$ cat config.mk
export PLATFORM = sky130hd
export DESIGN_NAME = acc_comparator_control
export DESIGN_NICKNAME = d
export VERILOG_FILES = /design/src/pkg/acc_pkg.sv /design/src/hw/acc_edge_detect.sv /design/src/hw/acc_comparator_control.sv
export SDC_FILE = /design/constraint.sdc
export NUM_CORES = 1
export LEC_CHECK = 0
export BUFFER_PORTS_ARGS = -buffer_cell sky130_fd_sc_hd__buf_2
export CORE_MARGIN = 2
export CORE_UTILIZATION = 48
export CTS_CLUSTER_DIAMETER = 30
export DETAILED_ROUTE_END_ITERATION = 6
export PLACE_DENSITY = 0.95
export SETUP_SLACK_MARGIN = 0.5
export SYNTH_ARGS = -nofsm -noshare
export SYNTH_HDL_FRONTEND = slang
export SYNTH_SLANG_ARGS = --single-unit
$ cat constraint.sdc
create_clock -name aclk -period 3.6 [get_ports aclk]
set_clock_uncertainty 0.05 [all_clocks]
set_input_delay 0.18 -clock aclk [delete_from_list [all_inputs] [get_ports aclk]]
set_output_delay 0.18 -clock aclk [all_outputs]
set_load 0.005 [all_outputs]
$ cat src/pkg/acc_pkg.sv
// Package for the analog comparator control block.
// Assumes a 32-bit AXI4-Lite register bus and one 125 MHz clock domain.
package acc_pkg;

   // -----------------------------------------------------------------
   // Register map
   // -----------------------------------------------------------------
   localparam logic [3:0] STATUS_CONTROL_OFFS = 4'h0;   // Status and control byte.
   localparam logic [3:0] IRQ_STATUS_OFFS     = 4'h4;   // Sticky event status.
   localparam logic [3:0] IRQ_ENABLE_OFFS     = 4'h8;   // Event enable.
   localparam logic [3:0] IRQ_CLEAR_OFFS      = 4'hC;   // Write one to clear status.

   // -----------------------------------------------------------------
   // Field positions of the status and control byte
   // -----------------------------------------------------------------
   localparam int unsigned ENABLE_BIT   = 7;
   localparam int unsigned REFSEL_BIT   = 6;
   localparam int unsigned FLAG_BIT     = 5;
   localparam int unsigned IRQEN_BIT    = 4;
   localparam int unsigned OUTVAL_BIT   = 3;
   localparam int unsigned PINEN_BIT    = 2;
   localparam int unsigned EDGE_LSB     = 0;

   localparam logic [7:0] CONTROL_RESET = 8'h00;   // Whole byte after reset.
   localparam logic [1:0] RESP_OKAY     = 2'h0;
   localparam logic [1:0] RESP_SLVERR   = 2'h2;

   // Event edge selection codes.
   typedef enum logic [1:0] {
      EDGE_FALL_A = 2'b00,
      EDGE_RISE   = 2'b01,
      EDGE_FALL_B = 2'b10,
      EDGE_BOTH   = 2'b11
   } acc_edge_t;

   // Analog-facing signals that travel together.
   typedef struct packed {
      logic enable;        // Powers the comparator core.
      logic reference_sel; // One selects the internal reference.
   } acc_analog_ctl_t;

endpackage

$ cat src/hw/acc_edge_detect.sv
// Synchroniser and edge detector for the raw comparator output.
// Assumes the raw output is asynchronous to aclk.
`timescale 1ns/1ns
module acc_edge_detect (
   input  wire logic             aclk,      // Bus clock.
   input  wire logic             aresetn,   // Synchronous reset, active low.
   input  wire logic             raw_in,    // Asynchronous comparator output.
   input  wire logic             enable,    // Comparator enabled.
   input  wire acc_pkg::acc_edge_t edge_sel, // Selected event edge.
   output logic                  level_q,   // Synchronised level.
   output logic                  event_q    // One-cycle event pulse.
);

   logic meta_q;
   logic prev_q;
   logic rise;
   logic fall;
   logic hit;

   // -----------------------------------------------------------------
   // Edge decoding
   // -----------------------------------------------------------------
   // Edges are taken between the settled level and its previous value only.
   assign rise = level_q & ~prev_q;
   assign fall = ~level_q & prev_q;
   assign hit  = (edge_sel == acc_pkg::EDGE_RISE) ? rise :
                 (edge_sel == acc_pkg::EDGE_BOTH) ? (rise | fall) : fall;

   // Two-flop synchroniser; the first flop feeds only the second.
   always_ff @(posedge aclk) begin
      if (!aresetn || !enable) begin
         meta_q  <= 1'b0;
         level_q <= 1'b0;
         prev_q  <= 1'b0;
         event_q <= 1'b0;
      end else begin
         meta_q  <= raw_in;
         level_q <= meta_q;
         prev_q  <= level_q;
         event_q <= hit;
      end
   end

endmodule // acc_edge_detect

$ cat src/hw/acc_comparator_control.sv
// Control, status and bus slave for an analog comparator.
// Assumes an analog core outside that compares its inputs and returns a raw level.
//
// Contract
// - Bit 7 turns the comparator on when set and off when clear.
// - Bit 6 picks the external pin when clear and the internal reference when set.
// - The event flag in bit 5 sets on each compare event of the chosen kind.
// - Writing one to bit 5 clears the flag and writing zero leaves it.
// - With bit 4 set the interrupt is requested while the flag is set.
// - Bit 3 reads the present comparator output and ignores writes.
// - Bit 3 resets to zero and reads zero while the comparator is off.
// - Bit 2 drives the output onto the pin, only while the comparator is on.
// - Edge field 00 falling, 01 rising, 10 falling, 11 either edge.
// - The core output is high when the chosen plus input exceeds the minus input.
// - An enabled comparator keeps working in wait and its interrupt wakes the core.
// - In stop it keeps comparing, driving its pin, flagging and waking.
// - Leaving stop through reset returns everything to the reset state.
// - In background debug the logic runs exactly as normal.
// - All control and status sit in one eight-bit register; the code adds event status, enable and clear registers at 4h4, 4h8 and 4hC.
`timescale 1ns/1ns
module acc_comparator_control (
   input  wire logic                   aclk,          // Bus clock, 125 MHz.
   input  wire logic                   aresetn,       // Synchronous reset, active low.
   input  wire logic [3:0]             s_axi_awaddr,  // Write address.
   input  wire logic                   s_axi_awvalid, // Write address valid.
   output logic                        s_axi_awready, // Write address ready.
   input  wire logic [31:0]            s_axi_wdata,   // Write data.
   input  wire logic [3:0]             s_axi_wstrb,   // Write byte strobes.
   input  wire logic                   s_axi_wvalid,  // Write data valid.
   output logic                        s_axi_wready,  // Write data ready.
   output logic [1:0]                  s_axi_bresp,   // Write response.
   output logic                        s_axi_bvalid,  // Write response valid.
   input  wire logic                   s_axi_bready,  // Write response ready.
   input  wire logic [3:0]             s_axi_araddr,  // Read address.
   input  wire logic                   s_axi_arvalid, // Read address valid.
   output logic                        s_axi_arready, // Read address ready.
   output logic [31:0]                 s_axi_rdata,   // Read data.
   output logic [1:0]                  s_axi_rresp,   // Read response.
   output logic                        s_axi_rvalid,  // Read data valid.
   input  wire logic                   s_axi_rready,  // Read data ready.
   input  wire logic                   comparator_raw, // Raw core output, asynchronous.
   output acc_pkg::acc_analog_ctl_t    analog_ctl_q,  // Enable and reference select.
   output logic                        comparator_output_pin_o,  // Pin output level.
   output logic                        comparator_output_pin_oe, // Pin output enable.
   output logic                        irq_q          // Level interrupt request.
);

   // -----------------------------------------------------------------
   // State
   // -----------------------------------------------------------------
   logic       enable_q, refsel_q, flag_q, irqen_q, pinen_q;
   logic [1:0] edge_q;
   logic       level_q;
   logic       event_q;
   logic       evt_sticky_q;
   logic       evt_en_q;
   logic       aw_q, w_q;
   logic [3:0] awaddr_q;
   logic [31:0] wdata_q;
   logic [3:0] wstrb_q;

   // -----------------------------------------------------------------
   // Edge detection of the comparator output
   // -----------------------------------------------------------------
   // The analog core itself performs the plus/minus comparison.
   acc_edge_detect i_acc_edge_detect (
      .aclk     (aclk),
      .aresetn  (aresetn),
      .raw_in   (comparator_raw),
      .enable   (enable_q),
      .edge_sel (acc_pkg::acc_edge_t'(edge_q)),
      .level_q  (level_q),
      .event_q  (event_q)
   );

   // -----------------------------------------------------------------
   // Write channel decode
   // -----------------------------------------------------------------
   // Address and data are latched separately and joined once both are held.
   logic wr_fire, wr_ok, wr_ctl, wr_en, wr_clr;
   logic [7:0] wbyte;
   assign wr_fire = aw_q && w_q && !s_axi_bvalid;
   assign wr_ok   = awaddr_q[1:0] == 2'h0 &&
                    (awaddr_q == acc_pkg::STATUS_CONTROL_OFFS ||
                     awaddr_q == acc_pkg::IRQ_STATUS_OFFS ||
                     awaddr_q == acc_pkg::IRQ_ENABLE_OFFS ||
                     awaddr_q == acc_pkg::IRQ_CLEAR_OFFS);
   assign wbyte   = wdata_q[7:0];
   assign wr_ctl  = wr_fire && wstrb_q[0] && awaddr_q == acc_pkg::STATUS_CONTROL_OFFS;
   assign wr_en   = wr_fire && wstrb_q[0] && awaddr_q == acc_pkg::IRQ_ENABLE_OFFS;
   assign wr_clr  = wr_fire && wstrb_q[0] && awaddr_q == acc_pkg::IRQ_CLEAR_OFFS;

   // Next hold state of each write channel; the ready outputs are registered
   // copies of its inverse, so they stay straight from a flip-flop.
   logic aw_d, w_d;
   assign aw_d = aw_q ? !wr_fire : s_axi_awvalid;
   assign w_d  = w_q ? !wr_fire : s_axi_wvalid;

   // Address and data holding stages.
   always_ff @(posedge aclk) begin
      if (!aresetn) begin
         aw_q     <= 1'b0;
         w_q      <= 1'b0;
         s_axi_awready <= 1'b1;
         s_axi_wready  <= 1'b1;
         awaddr_q <= 4'h0;
         wdata_q  <= 32'h0000_0000;
         wstrb_q  <= 4'h0;
      end else begin
         s_axi_awready <= !aw_d;
         s_axi_wready  <= !w_d;
         if (s_axi_awvalid && !aw_q) begin
            aw_q     <= 1'b1;
            awaddr_q <= s_axi_awaddr;
         end else if (wr_fire) begin
            aw_q <= 1'b0;
         end
         if (s_axi_wvalid && !w_q) begin
            w_q     <= 1'b1;
            wdata_q <= s_axi_wdata;
            wstrb_q <= s_axi_wstrb;
         end else if (wr_fire) begin
            w_q <= 1'b0;
         end
      end
   end

   // Write response.
   always_ff @(posedge aclk) begin
      if (!aresetn) begin
         s_axi_bvalid <= 1'b0;
         s_axi_bresp  <= acc_pkg::RESP_OKAY;
      end else if (wr_fire) begin
         s_axi_bvalid <= 1'b1;
         s_axi_bresp  <= wr_ok ? acc_pkg::RESP_OKAY : acc_pkg::RESP_SLVERR;
      end else if (s_axi_bready) begin
         s_axi_bvalid <= 1'b0;
      end
   end

   // -----------------------------------------------------------------
   // Status and control byte
   // -----------------------------------------------------------------
   // The synchronous reset covers reset-exit from stop as well.
   // No gating by wait, stop or debug state exists here.
   always_ff @(posedge aclk) begin
      if (!aresetn) begin
         {enable_q, refsel_q}  <= acc_pkg::CONTROL_RESET[7:6];
         {irqen_q, pinen_q}    <= {acc_pkg::CONTROL_RESET[4], acc_pkg::CONTROL_RESET[2]};
         edge_q                <= acc_pkg::CONTROL_RESET[1:0];
      end else if (wr_ctl) begin
         enable_q <= wbyte[acc_pkg::ENABLE_BIT];
         refsel_q <= wbyte[acc_pkg::REFSEL_BIT];
         irqen_q  <= wbyte[acc_pkg::IRQEN_BIT];
         pinen_q  <= wbyte[acc_pkg::PINEN_BIT];
         edge_q   <= wbyte[acc_pkg::EDGE_LSB +: 2];
      end
   end

   // Event flag: a new event wins over a clear in the same cycle.
   always_ff @(posedge aclk) begin
      if (!aresetn) begin
         flag_q <= acc_pkg::CONTROL_RESET[5];
      end else if (event_q) begin
         flag_q <= 1'b1;
      end else if (wr_ctl && wbyte[acc_pkg::FLAG_BIT]) begin
         flag_q <= 1'b0;
      end
   end

   // Sticky event status with enable and write-one clear.
   always_ff @(posedge aclk) begin
      if (!aresetn) begin
         evt_sticky_q <= 1'b0;
         evt_en_q     <= 1'b0;
      end else begin
         if (event_q) begin
            evt_sticky_q <= 1'b1;
         end else if (wr_clr && wbyte[0]) begin
            evt_sticky_q <= 1'b0;
         end
         if (wr_en) begin
            evt_en_q <= wbyte[0];
         end
      end
   end

   // -----------------------------------------------------------------
   // Outputs to analog core, pin and interrupt
   // -----------------------------------------------------------------
   logic outval;
   logic irq_d;
   assign outval = enable_q & level_q;
   assign irq_d  = (irqen_q & flag_q) | (evt_en_q & evt_sticky_q);

   // Registered outputs; the pin enable is active low while driving.
   always_ff @(posedge aclk) begin
      if (!aresetn) begin
         analog_ctl_q             <= '0;
         comparator_output_pin_o  <= 1'b0;
         comparator_output_pin_oe <= 1'b1;
         irq_q                    <= 1'b0;
      end else begin
         analog_ctl_q.enable        <= enable_q;
         analog_ctl_q.reference_sel <= refsel_q;
         comparator_output_pin_o    <= outval;
         comparator_output_pin_oe   <= !(enable_q && pinen_q);
         irq_q                      <= irq_d;
      end
   end

   // -----------------------------------------------------------------
   // Read channel
   // -----------------------------------------------------------------
   // The single control byte holds flag, control and live output.
   logic [7:0]  ctl_byte;
   logic [31:0] rd_word;
   logic        rd_ok;
   assign ctl_byte = {enable_q, refsel_q, flag_q, irqen_q, outval, pinen_q, edge_q};
   assign rd_ok    = s_axi_araddr[1:0] == 2'h0 &&
                     (s_axi_araddr == acc_pkg::STATUS_CONTROL_OFFS ||
                      s_axi_araddr == acc_pkg::IRQ_STATUS_OFFS ||
                      s_axi_araddr == acc_pkg::IRQ_ENABLE_OFFS ||
                      s_axi_araddr == acc_pkg::IRQ_CLEAR_OFFS);
   assign rd_word  = (s_axi_araddr == acc_pkg::STATUS_CONTROL_OFFS) ? {24'h000000, ctl_byte} :
                     (s_axi_araddr == acc_pkg::IRQ_STATUS_OFFS) ? {31'h0, evt_sticky_q} :
                     (s_axi_araddr == acc_pkg::IRQ_ENABLE_OFFS) ? {31'h0, evt_en_q} :
                     32'h0000_0000;
   // Next read-valid state; the address ready is its registered inverse.
   logic rvalid_d;
   assign rvalid_d = s_axi_rvalid ? !s_axi_rready : s_axi_arvalid;

   // Read data register.
   always_ff @(posedge aclk) begin
      if (!aresetn) begin
         s_axi_rvalid  <= 1'b0;
         s_axi_arready <= 1'b1;
         s_axi_rdata   <= 32'h0000_0000;
         s_axi_rresp   <= acc_pkg::RESP_OKAY;
      end else if (s_axi_arvalid && !s_axi_rvalid) begin
         s_axi_arready <= !rvalid_d;
         s_axi_rvalid <= 1'b1;
         s_axi_rdata  <= rd_word;
         s_axi_rresp  <= rd_ok ? acc_pkg::RESP_OKAY : acc_pkg::RESP_SLVERR;
      end else begin
         s_axi_arready <= !rvalid_d;
         if (s_axi_rready) begin
            s_axi_rvalid <= 1'b0;
         end
      end
   end

   // -----------------------------------------------------------------
   // Assertions
   // -----------------------------------------------------------------
   a_flag_on_event: assert property (@(posedge aclk) disable iff (!aresetn)
      event_q |=> flag_q) else $error("flag did not set after event");
   a_flag_clear: assert property (@(posedge aclk) disable iff (!aresetn)
      wr_ctl && wbyte[acc_pkg::FLAG_BIT] && !event_q |=> !flag_q)
      else $error("flag not cleared by write one");
   a_flag_keep: assert property (@(posedge aclk) disable iff (!aresetn)
      wr_ctl && !wbyte[acc_pkg::FLAG_BIT] && flag_q |=> flag_q)
      else $error("flag lost on write zero");
   a_irq_follows: assert property (@(posedge aclk) disable iff (!aresetn)
      irqen_q && flag_q |=> irq_q) else $error("irq missing");
   a_irq_quiet: assert property (@(posedge aclk) disable iff (!aresetn)
      !irqen_q && !evt_en_q |=> !irq_q) else $error("irq without enable");
   a_out_zero_off: assert property (@(posedge aclk) disable iff (!aresetn)
      !enable_q |-> !ctl_byte[acc_pkg::OUTVAL_BIT]) else $error("output seen while off");
   a_pin_off: assert property (@(posedge aclk) disable iff (!aresetn)
      !enable_q ##1 !enable_q |-> comparator_output_pin_oe)
      else $error("pin driven while off");
   a_enable_out: assert property (@(posedge aclk) disable iff (!aresetn)
      wr_ctl |=> ##1 analog_ctl_q.enable == $past(wbyte[acc_pkg::ENABLE_BIT], 2))
      else $error("enable not forwarded");
   a_refsel_out: assert property (@(posedge aclk) disable iff (!aresetn)
      wr_ctl |=> ##1 analog_ctl_q.reference_sel == $past(wbyte[acc_pkg::REFSEL_BIT], 2))
      else $error("reference select not forwarded");
   a_read_answer: assert property (@(posedge aclk) disable iff (!aresetn)
      s_axi_arvalid && s_axi_arready |=> s_axi_rvalid) else $error("read not answered");
   a_write_answer: assert property (@(posedge aclk) disable iff (!aresetn)
      wr_fire |=> s_axi_bvalid) else $error("write not answered");
   a_aw_busy: assert property (@(posedge aclk) disable iff (!aresetn)
      aw_q |-> !s_axi_awready) else $error("address ready while holding");
   a_sticky_set: assert property (@(posedge aclk) disable iff (!aresetn)
      event_q |=> evt_sticky_q) else $error("sticky status missed event");
   a_irq_drop: assert property (@(posedge aclk) disable iff (!aresetn)
      !flag_q && !(evt_en_q && evt_sticky_q) |=> !irq_q) else $error("irq without cause");
   a_pin_drive: assert property (@(posedge aclk) disable iff (!aresetn)
      enable_q && pinen_q |=> !comparator_output_pin_oe) else $error("pin not driven");
   a_pin_level: assert property (@(posedge aclk) disable iff (!aresetn)
      enable_q |=> comparator_output_pin_o == $past(level_q)) else $error("pin level wrong");
   a_outval_live: assert property (@(posedge aclk) disable iff (!aresetn)
      enable_q |-> ctl_byte[acc_pkg::OUTVAL_BIT] == level_q) else $error("output bit stale");

   c_event_seen: cover property (@(posedge aclk) disable iff (!aresetn) event_q);
   c_irq_raised: cover property (@(posedge aclk) disable iff (!aresetn) $rose(irq_q));
   c_pin_driven: cover property (@(posedge aclk) disable iff (!aresetn)
      !comparator_output_pin_oe && comparator_output_pin_o);
   c_flag_cleared: cover property (@(posedge aclk) disable iff (!aresetn)
      flag_q ##1 !flag_q);
   c_both_edges: cover property (@(posedge aclk) disable iff (!aresetn)
      event_q && edge_q == 2'h3);

endmodule // acc_comparator_control

==> impl_results.md <==
* Slew Viols, Final at 0
* H-Tree Depth at 2
* Overall power at 0.00107 W
* Top Metal Used: met4
* Largest net degree at the start of global routing at 21
* Crit Reg-Reg Startpoint: awaddr_q[0]
* Final period util at 45.5%
* Crit. End Element: flop
* Die height at 67.1 um
* Clk buf depth at 2
* Resize count post-CTS at 0
* Die outline width at 67.1 um
* Post-Syn Instances at 198
* Maxcap violations at 0
* Clk slew on worst S/H paths at 80 ps
* Layout cells sized above 1 at 23.1%
* Worst vdd rail ir drop at 0.294 mV
* DP Wirelength at 2750 um
* HP Start: s_axi_wdata[2]
* R2R Path End: edge_q[0]
* RSZ-0062 raised after global routing: false
* Routed vias/inst at 4.90
* Post-synth EDFFs at 0
* CTS Hold Buffers Added at 0
* GRT Total Usage at 17.2%
* Critical Path RT at 3780 ps
* WS Path Type: flop to flop
* Multi-input gate area at 798 sq um
* Worst hold endpoint: wdata_q[2]
* Hold path cells at 3
* Switching pwr at 0.000227 W
* Vias at 1422
* Clk_lat worst skew at 300 ps
* DRT iter0 DRCs at 74
* Area grow syn2layout at 15.0%
* DRT Pass-1 Iters at 5
* Count of cell types in the netlist at 32
* CTS tree: built
* Fin. Hold Viols at 0
* Hold Crit Class: input pin to flop
* Highest Clock Rate at 611 MHz
* # DRC at 0
* Pwr dens at 489 nW/um^2
* First-pass GRT wire length at 5640 um
* Final ANT Viol Nets at 0
* Post-Syn Area at 1910 sq um
* Total leakage power at 1.00 nW
* Register area at 941 sq um
* Status: finished, final reports clean
* DRT Wirelength at 3720 um
* Initial antenna violation count at 0
* Internal at 0.000847 W
* Clock power frac at 41.7%
* CORE AREA at 3740 sq um
* Ys flop type: dfxtp_1
* FILL cells at 328
* Worst-path maximum fanout at 7
* Flops & latches, synth at 47
* CTS root buf: clkbuf_8
* Worst reg2reg path depth at 3
* Tightest Pin Transition at 992 ps
* Setup bufs post-CTS at 0
* Final min period at 1640 ps
* Clock net sink count at 47
* Congestion Overflow GR at 0
* Startpoint types: flop
* Ys Warns at 0
* Reg2reg setup slack at 1960 ps
* Cts bufs inserted at 5
* N_diodes at 0
* Initial cell density of the core at 51.0%
* Final net count at 295
* DR WL met3 at 226 um
* # IOs at 98
* Share of power burned in registers at 51.0%
* Die area at 4500 sq um
* Combinational share of power at 7.3%
* Sw Share at 21.2%
* Wire length per cell at 12.8 um
* Sum Neg Setup Slack at 0 ps
* Placement row count at 22
* Vias in the first global route at 1288
* Ys async rst share at 0%
* Slew HR at 33.7%
* Port bufs at 43
* WP data arrival at 1820 ps
* Met1 wire length at 1510 um
* GP Congestion at 0.767
* Routed wl met2 at 1840 um
* Seq/Total Area, Yosys at 49.3%
* Avg Cell Area, Syn at 9.64 sq um
* Final setup fails at 0
metal layers:
metal	global-route usage (%)	vias to the layer above
li1	-	691
met1	19.5	657
met2	28.5	60
met3	3.72	14
met4	12.2	0
met5	0	-
registers in the layout, summed over array words and instances (netlist names), 2 cells and up:
signal        flops
analog_ctl_q      2
wdata_q           7
awaddr_q          4
s_axi_rdata       8
edge_q            2
power groups by stage:
stage	Clock, W	Sequential [W]	Combinational, W
floorplan	0	0.000558	0.0000701
detailed placement	0	0.000559	0.0000782
global placement	0	0.000559	0.0000745
CTS	0.000454	0.000547	0.0000781
global route	0.000473	0.000550	0.0000877
finish	0.000448	0.000548	0.0000786
Yosys cell counts, types with 2 or more instances:
| cell | n | area [sq um] |
|---|---|---|
| buf_4 | 26 | 195 |
| a21oi_1 | 4 | 20.0 |
| inv_1 | 10 | 37.5 |
| a32oi_1 | 5 | 43.8 |
| nand2_1 | 16 | 60.1 |
| a211oi_1 | 2 | 15.0 |
| nor2_1 | 26 | 97.6 |
| mux2i_1 | 20 | 200 |
| nand3_1 | 3 | 15.0 |
| nor2b_1 | 2 | 12.5 |
| nand2b_1 | 4 | 25.0 |
| o21ai_0 | 2 | 10.0 |
| nor3_1 | 2 | 10.0 |
| o31ai_1 | 3 | 22.5 |
| or3_1 | 2 | 12.5 |
| dfxtp_1 | 47 | 941 |
| and3_1 | 3 | 18.8 |
| clkbuf_1 | 6 | 22.5 |
| ha_1 | 2 | 25.0 |
cell type report:
| type | instances | share of cell area, % |
|---|---|---|
| flip-flops and latches | 47 | 42.8 |
| multi-input cells | 132 | 36.4 |
| repair buffers | 44 | 10.1 |
| clock buffers | 6 | 3.30 |
| clock inverters | 2 | 2.74 |
| well taps | 48 | 2.74 |
| inverters | 11 | 1.88 |
logic make-up (layout without fill, tap and decap cells):
kind of cell               Yosys count  after routing  share of synthesized area, %
other                                1             26                         0.196
buffers and inverters               44             63                          13.8
AOI/OAI and AO/OA                   20             20                          7.34
DFF                                 47             47                          49.3
adders and majority gates            2              2                          1.31
muxes                               20             20                          10.5
and+or+nand+nor                     64             64                          17.6
through the flow:
stage	utilization (%)	hold slack [ps]	worst slack, ps	cell area, sq um	instances
floorplan	-	277	2170	2000	223
global placement	55.1	342	1930	2060	282
detailed placement	55.1	345	1900	2060	282
CTS	58.7	53.6	1960	2200	290
global route	58.7	70.6	1900	2200	290
finish	58.7	65.9	1960	2200	290
cell usage in the layout, fill, tap and decap left out:
| cell | Yosys | final |
|---|---|---|
| dfxtp_1 | 47 | 47 |
| buf_2 | 1 | 43 |
| nor2_1 | 26 | 26 |
| conb_1 | 1 | 26 |
| mux2i_1 | 20 | 20 |
| nand2_1 | 16 | 16 |
| inv_1 | 10 | 10 |
| a32oi_1 | 5 | 5 |
| clkbuf_8 | 0 | 5 |
| a21oi_1 | 4 | 4 |
| nand2b_1 | 4 | 4 |
| nand3_1 | 3 | 3 |
| o31ai_1 | 3 | 3 |
| and3_1 | 3 | 3 |
| o21ai_0 | 2 | 2 |
| nor3_1 | 2 | 2 |
| a211oi_1 | 2 | 2 |
| nor2b_1 | 2 | 2 |
| or3_1 | 2 | 2 |
| ha_1 | 2 | 2 |
| bufinv_16 | 0 | 2 |
| nand3b_2 | 1 | 1 |
| or3b_4 | 1 | 1 |
| nor4_4 | 1 | 1 |
| a31oi_1 | 1 | 1 |
| clkinv_1 | 1 | 1 |
| or4_1 | 1 | 1 |
| a22oi_1 | 1 | 1 |
| and3b_1 | 1 | 1 |
| nor4b_4 | 1 | 1 |
| o22ai_1 | 1 | 1 |
| a31o_2 | 1 | 1 |
| clkbuf_1 | 6 | 1 |
| buf_4 | 26 | 1 |
critical path: stages (launching register included):
cell,delay [ps]
dfxtp_1,330
or3b_4,430
nor4_4,480
mux2i_1,270
how the worst max path moves through the flow:
stage | startpoint | endpoint | slack [ps] | depth (start not counted)
floorplan | awaddr_q[0] | edge_q[0] | 2170 | 3
global placement | aresetn | s_axi_awready | 1930 | 4
detailed placement | aresetn | s_axi_wready | 1900 | 4
CTS | awaddr_q[0] | edge_q[0] | 1960 | 3
global route | awaddr_q[0] | edge_q[0] | 1900 | 3
finish | awaddr_q[0] | edge_q[0] | 1960 | 3
(Power assumes the default switching activity.)
